**config.mk**
```make
export PLATFORM = sky130hd
export DESIGN_NAME = hcim_event_mask
export DESIGN_NICKNAME = d
export VERILOG_FILES = /design/src/logic/hcim_pkg.sv /design/src/logic/hcim_event_mask.sv
export VERILOG_INCLUDE_DIRS = /design/src /design/src/logic
export SDC_FILE = /design/constraint.sdc
export NUM_CORES = 1
export LEC_CHECK = 0
export ABC_AREA = 1
export ABC_CLOCK_PERIOD_IN_PS = 2230
export BUFFER_PORTS_ARGS = -buffer_cell sky130_fd_sc_hd__buf_2
export CORE_ASPECT_RATIO = 0.7
export CORE_MARGIN = 2
export CORE_UTILIZATION = 31
export CTS_CLUSTER_DIAMETER = 30
export CTS_CLUSTER_SIZE = 28
export DETAILED_ROUTE_END_ITERATION = 8
export PLACE_DENSITY_LB_ADDON = 0.05
export SKIP_CTS_REPAIR_TIMING = 1
export SYNTH_ARGS = -nofsm -noshare
export SYNTH_HDL_FRONTEND = slang
export SYNTH_SLANG_ARGS = --single-unit
```
**constraint.sdc**
```tcl
create_clock -name clk -period 2.23 [get_ports clk]
set_input_delay 0.3345 -clock clk [delete_from_list [all_inputs] [get_ports clk]]
set_output_delay 0.3345 -clock clk [all_outputs]
set_load 0.1 [all_outputs]
```
**src/logic/hcim_map.svh**
```systemverilog
// Register map, field positions and reset values of the host event mask block.
// Assumes a 16-bit register view in the low bits of a 32-bit Avalon-MM word.
`ifndef HCIM_MAP_SVH
`define HCIM_MAP_SVH

// Word indices as printed; byte address is four times the index
`define HCIM_IDX_FLAGS 8'h24
`define HCIM_IDX_MASK 8'h25
`define HCIM_IDX_CFG 8'h20
`define HCIM_ADDR_FLAGS 10'h090
`define HCIM_ADDR_MASK 10'h094
`define HCIM_ADDR_CFG 10'h080

`define HCIM_NUM_EVENTS 10
`define HCIM_BIT_FRAME_START 0
`define HCIM_BIT_ISO_A 1
`define HCIM_BIT_ISO_B 2
`define HCIM_BIT_XFER_END 3
`define HCIM_BIT_OPER_CAUSE 4
`define HCIM_BIT_SUSPEND 5
`define HCIM_BIT_CLK_READY 6
`define HCIM_BIT_PERIODIC_ACK 7
`define HCIM_BIT_ACK_LIST 8
`define HCIM_BIT_DUAL_ROLE 9
`define HCIM_BIT_GLOBAL_EN 0

`define HCIM_RST_MASK 10'h000
`define HCIM_RST_FLAGS 10'h000
`define HCIM_RST_CFG 1'h0
`define HCIM_UNMAPPED_DATA 32'h00000000

`endif

```
**src/logic/hcim_pkg.sv**
```systemverilog
// Types shared by the host event mask block.
// Assumes hcim_map.svh is on the include path.
`include "hcim_map.svh"

package hcim_pkg;

    typedef logic [`HCIM_NUM_EVENTS-1:0] hcim_evt_t;

    // Event sources, one-cycle pulses on the system clock
    typedef struct packed {
        logic dualRole;
        logic ackListDone;
        logic periodicListAck;
        logic clockReady;
        logic suspendEntry;
        logic operationalCause;
        logic counterZero;
        logic isoListBDone;
        logic isoListADone;
        logic frameStart;
    } hcim_evt_s;

    typedef struct packed {
        logic [9:0] address;
        logic read;
        logic write;
        logic [31:0] writedata;
        logic [3:0] byteenable;
    } hcim_avm_req_s;

    typedef struct packed {
        logic [31:0] readdata;
        logic waitrequest;
        logic readdatavalid;
    } hcim_avm_rsp_s;

endpackage : hcim_pkg

```
**src/logic/hcim_event_mask.sv**
```systemverilog
// Host event flags, per-event masks and global enable driving the host irq pin.
// Assumes event inputs are single-cycle pulses on clk; transferEndPin is an async pin.
// Function
// - Flag bit 2 is set when the last descriptor of iso list buffer B completes.
// - Flag bit 1 is set when the last descriptor of iso list buffer A completes.
// - Flag bit 0 is set when the controller enters the start-of-frame state.
// - The mask register holds ten bits, 9 to 0, matching the flag positions.
// - Each mask bit works together with the global enable bit to let a flag interrupt.
// - All mask bits are zero after reset so the irq pin stays inactive.
// - Writing 1 to a mask bit enables its event and writing 0 disables it.
// - Mask bit 4 gates the operational register cause event.
// - Mask bit 5 gates suspend entry and mask bit 6 gates clock ready.
// - Mask bits 9 and 8 gate the dual role and ack list events; bits 15 to 10 reserved.
// - Flag bits 9 to 3 report the dual role, ack list, periodic ack, clock ready,
//       suspend, operational cause and transfer end events.
// - The transfer end flag sets on counter zero or on the external transfer end pin.
`timescale 1ns/1ps
`default_nettype none
`include "hcim_map.svh"

module hcim_event_mask #(
    parameter int NUM_EVENTS = `HCIM_NUM_EVENTS
) (
    input wire logic clk,
    input wire logic rst_n,
    input wire hcim_pkg::hcim_evt_s events,
    input wire logic transferEndPin,
    input wire hcim_pkg::hcim_avm_req_s avmReq,
    output hcim_pkg::hcim_avm_rsp_s avmRsp,
    output logic hostIrqPin
);
    import hcim_pkg::*;

    if (NUM_EVENTS != `HCIM_NUM_EVENTS)
    begin : gChk
        $error("hcim_event_mask serves exactly ten events");
    end

    // Reset release synchroniser
    logic rstSync1_r;
    logic rstSync2_r;
    always_ff @(posedge clk or negedge rst_n)
    begin
        if (!rst_n)
        begin
            rstSync1_r <= 1'b0;
            rstSync2_r <= 1'b0;
        end
        else
        begin
            rstSync1_r <= 1'b1;
            rstSync2_r <= rstSync1_r;
        end
    end
    wire logic sysRst_n = rstSync2_r;

    // Pin synchroniser and rising-edge detect; stage 2 is compared with stage 3
    logic endPinSync1_r;
    logic endPinSync2_r;
    logic endPinSync3_r;
    always_ff @(posedge clk or negedge sysRst_n)
    begin
        if (!sysRst_n)
        begin
            endPinSync1_r <= 1'b0;
            endPinSync2_r <= 1'b0;
            endPinSync3_r <= 1'b0;
        end
        else
        begin
            endPinSync1_r <= transferEndPin;
            endPinSync2_r <= endPinSync1_r;
            endPinSync3_r <= endPinSync2_r;
        end
    end
    wire logic endPinRise = endPinSync2_r & ~endPinSync3_r;

    // Event vector in flag bit order
    hcim_evt_t setVec;
    assign setVec[`HCIM_BIT_FRAME_START] = events.frameStart;
    assign setVec[`HCIM_BIT_ISO_A] = events.isoListADone;
    assign setVec[`HCIM_BIT_ISO_B] = events.isoListBDone;
    assign setVec[`HCIM_BIT_XFER_END] = events.counterZero | endPinRise;
    assign setVec[`HCIM_BIT_OPER_CAUSE] = events.operationalCause;
    assign setVec[`HCIM_BIT_SUSPEND] = events.suspendEntry;
    assign setVec[`HCIM_BIT_CLK_READY] = events.clockReady;
    assign setVec[`HCIM_BIT_PERIODIC_ACK] = events.periodicListAck;
    assign setVec[`HCIM_BIT_ACK_LIST] = events.ackListDone;
    assign setVec[`HCIM_BIT_DUAL_ROLE] = events.dualRole;

    // Bus decode; writes answer in one cycle without waitrequest, reads stall one cycle
    wire logic selFlags = avmReq.address == `HCIM_ADDR_FLAGS;
    wire logic selMask = avmReq.address == `HCIM_ADDR_MASK;
    wire logic selCfg = avmReq.address == `HCIM_ADDR_CFG;
    wire logic wrLo = avmReq.write & avmReq.byteenable[0];
    wire logic wrHi = avmReq.write & avmReq.byteenable[1];
    wire logic [15:0] wdat = avmReq.writedata[15:0];

    hcim_evt_t flags_r;
    hcim_evt_t flags_nxt;
    hcim_evt_t mask_r;
    hcim_evt_t mask_nxt;
    logic globalEn_r;
    logic globalEn_nxt;
    hcim_evt_t wrLane;
    hcim_evt_t flagClr;

    // Byte-lane enable per bit: bits 7..0 on lane 0, 9..8 on lane 1
    assign wrLane = {{2{wrHi}}, {8{wrLo}}};
    // Writing 1 to a flag bit clears it; a same-cycle event wins
    assign flagClr = selFlags ? (wrLane & wdat[NUM_EVENTS-1:0]) : '0;
    assign flags_nxt = (flags_r & ~flagClr) | setVec;
    assign mask_nxt = selMask ?
        ((mask_r & ~wrLane) | (wrLane & wdat[NUM_EVENTS-1:0])) : mask_r;
    assign globalEn_nxt = (selCfg & wrLo) ? wdat[`HCIM_BIT_GLOBAL_EN] : globalEn_r;

    always_ff @(posedge clk or negedge sysRst_n)
    begin
        if (!sysRst_n)
        begin
            flags_r <= `HCIM_RST_FLAGS;
            mask_r <= `HCIM_RST_MASK;
            globalEn_r <= `HCIM_RST_CFG;
        end
        else
        begin
            flags_r <= flags_nxt;
            mask_r <= mask_nxt;
            globalEn_r <= globalEn_nxt;
        end
    end

    // Per-bit gating, then the global enable
    hcim_evt_t gated;
    assign gated = flags_r & mask_r;
    wire logic irqNxt = globalEn_r & (|gated);

    logic irq_r;
    always_ff @(posedge clk or negedge sysRst_n)
    begin
        if (!sysRst_n)
        begin
            irq_r <= 1'b0;
        end
        else
        begin
            irq_r <= irqNxt;
        end
    end
    assign hostIrqPin = irq_r;

    // Read data registered; reserved bits read as zero
    wire logic [31:0] rdMux =
        selFlags ? {22'h0, flags_r} :
        selMask ? {22'h0, mask_r} :
        selCfg ? {31'h0, globalEn_r} : `HCIM_UNMAPPED_DATA;

    logic [31:0] rdData_r;
    logic rdValid_r;
    always_ff @(posedge clk or negedge sysRst_n)
    begin
        if (!sysRst_n)
        begin
            rdData_r <= 32'h00000000;
            rdValid_r <= 1'b0;
        end
        else
        begin
            rdData_r <= avmReq.read ? rdMux : rdData_r;
            rdValid_r <= avmReq.read;
        end
    end

    // Reads hold waitrequest one cycle so registered data stand at the accepting edge
    wire logic rdWait = avmReq.read & ~rdValid_r;
    wire logic rdDone = rdValid_r & avmReq.read;
    assign avmRsp = '{readdata: rdData_r, waitrequest: rdWait, readdatavalid: rdDone};

endmodule : hcim_event_mask
`default_nettype wire

```
==> out/metrics.json <==
{
  "die_x_um": 102,
  "syn-mean-instance-area_um2": 8.46,
  "synth.ff_latch_count": 38,
  "synth-seq-area-share_pct": 45.7,
  "ys_types": 25,
  "cts.reportedPaths.clkPinSlew_ns": 0.07,
  "pwr_per_cell_area_nw_per_um2": 613,
  "hpwlAfterDp_mm": 3.27,
  "synthArstFlopShare_pct": 100,
  "hold_path.class": "input pin to flip-flop",
  "power.total_mw": 1.47,
  "finalWeightedCongestion": 0.715,
  "globalRouteOverflowTotal": 0,
  "clock_tree.buffer_depth": 2,
  "row_count": 24,
  "critPathKind": "input pin to primary output",
  "synth-edff-count": 0,
  "post-place-ws_ns": 0.545,
  "leakagePower_nw": 1.25,
  "overall_via_count_from_detail_route": 1570,
  "max_cap_viol_count": 0,
  "detail_route.vias_per_cell": 4.06,
  "mapped_cell_area_um2": 2080,
  "synth_top_area_cell": "dfrtp_1",
  "clk_latency_ns": 0.29,
  "synth_top_flop_cell": "dfrtp_1",
  "core_area_um2": 6370,
  "ys_top_cells_by_count": "nand2_1 (78), dfrtp_1 (38), buf_4 (25)",
  "ys_top_cells_by_area": "dfrtp_1 (46%), nand2_1 (14%), buf_4 (9.0%), nand3_2 (4.8%), inv_1 (3.6%)",
  "worst_hold_path.num_cells": 1,
  "first_global_vias": 1515,
  "start_util_pct": 32.7,
  "rsz0062_at_grt": "no",
  "synth_most_common_cell": "nand2_1",
  "fin_area_um2": 2390,
  "io_buffers": 49,
  "boundaryPins": 96,
  "worst_hold_slack_ns": 0.154,
  "grt_antenna_before_repair": 0,
  "r2r-end": "hostIrqPin",
  "worstPathMaxFanout": 13,
  "grt_pass1_wl_mm": 7.49,
  "postRouteAntennaNets": 0,
  "synthDominantCellAreaShare_pct": 45.7,
  "gr-usage-all-layers_pct": 13.5,
  "setup.worst_path.end_class": "primary output",
  "cts_root_buffer": "clkbuf_8",
  "final_net_count": 356,
  "critPathArrivalTime_ns": 1.24,
  "clock_skew_ns": 0.00525,
  "syn-instance-count": 246,
  "post-route-drc-count": 0,
  "detail_route.wirelength_mm": 4.48,
  "post-route-min-period_ns": 1.57,
  "design.die.area_um2": 7390,
  "minimum_setup_slack_in_the_final_design_ns": 0.659,
  "detail_route.first_pass.iterations": 4,
  "synth_warnings": 0,
  "crit_required_ns": 1.90,
  "wl_per_cell_um": 11.6,
  "cts_num_sinks": 38,
  "clock_tree_from_tritoncts": "done",
  "maxSlewViolCount": 0,
  "reg2reg_slack_ns": 1.26,
  "ir_drop_uv": 244,
  "worst_min_path_start": "transferEndPin",
  "fin_hold_viols": 0,
  "final.fill_count": 692,
  "outcome": "finished, final reports clean",
  "antenna-diode-count": 0,
  "timing.final.crit_share_pct": 70.4,
  "pin_count_of_the_biggest_net_entering_global_routing": 37,
  "setup.worst_path.start_class": "input pin",
  "max_freq_mhz": 637,
  "place_area_um2": 2290,
  "final_layout_size_suffix_gt1_share_pct": 28.0,
  "drt-initial-drc-count": 48,
  "number_of_endpoints_failing_setup_at_the_final_stage": 0,
  "setup-tns-final_ns": 0,
  "worst_r2r_startpoint": "flags_r[6]",
  "r2r.worst_path.cells": 6,
  "holdPathEnd": "endPinSync1_r",
  "floorplan.die.height_um": 72.5,
  "clock_tree.htree_level_count": 2,
  "numCtsBuffers": 5,
  "syn_to_final_growth_pct": 14.9
}
==> per-stage QoR <==
stage | cells | util (%)
6_report | 387 | 37.5
5_1_grt | 387 | 37.5
4_1_cts | 386 | 37.4
3_5_place_dp | 378 | 35.9
3_3_place_gp | 378 | 35.9
2_1_floorplan | 267 | -
==> worst max path at each step <==
stage / startpoint / endpoint
floorplan: avmReq[37] / avmRsp[1]
global placement: avmReq[44] / rdData_r[2]
detailed placement: avmReq[44] / rdData_r[8]
CTS: avmReq[37] / avmRsp[1]
global route: avmReq[37] / avmRsp[1]
finish: avmReq[37] / avmRsp[1]
==> layer usage <==
metal  vias up  global-route usage (%)  part of all wire, %
li1        828                       -                    -
met2        46                    20.0                   41
met5         -                       0                    0
met4         0                    3.56                 0.80
met1       692                    19.1                   53
met3         4                    4.14                  5.5
==> worst max-delay path, cell delays in order <==
cell,delay [ns]
buf_2,0.22
inv_2,0.15
nor2_1,0.10
buf_2,0.43
==> kinds of logic after synthesis <==
kind of cell / count (synthesis) / share of synthesized area (%)
AND/OR/NAND/NOR: 128 / 31.0
buffers and inverters: 56 / 16.5
flip-flops: 38 / 45.7
other: 2 / 0.361
AO/OA/AOI/OAI: 22 / 6.37
==> layout make-up <==
class / count / area, um^2 / share of cell area (%)
tap: 91 / 114 / 4.76
clock inverter: 1 / 5.00 / 0.209
timing repair buffer: 53 / 278 / 11.6
clock buffer: 7 / 86.3 / 3.61
multi-input combinational: 173 / 865 / 36.2
sequential: 38 / 951 / 39.8
inverter: 24 / 91.3 / 3.82
==> where the power goes <==
part	total, mW	switching, mW	internal (mW)
sequential	0.699	0.00285	0.696
clock	0.492	0.243	0.250
combinational	0.275	0.238	0.0375
total	1.47	0.483	0.983
==> cells in the final DEF, fill, tap and decap left out <==
master	instances
nor2_2	1
nor2_4	3
nand3_2	10
and2_4	1
nand2_1	78
buf_2	49
o21bai_1	1
nand2_4	4
inv_2	3
nand3_1	14
dfrtp_1	38
clkbuf_1	1
clkbuf_8	6
a21o_1	8
o21ai_1	12
nand4_1	9
buf_4	3
a21oi_1	1
inv_1	20
conb_1	23
clkinv_2	2
or2_2	1
dlygate4sd3_1	1
nor2_1	7
No activity file was read; power rests on OpenSTA's default activity.
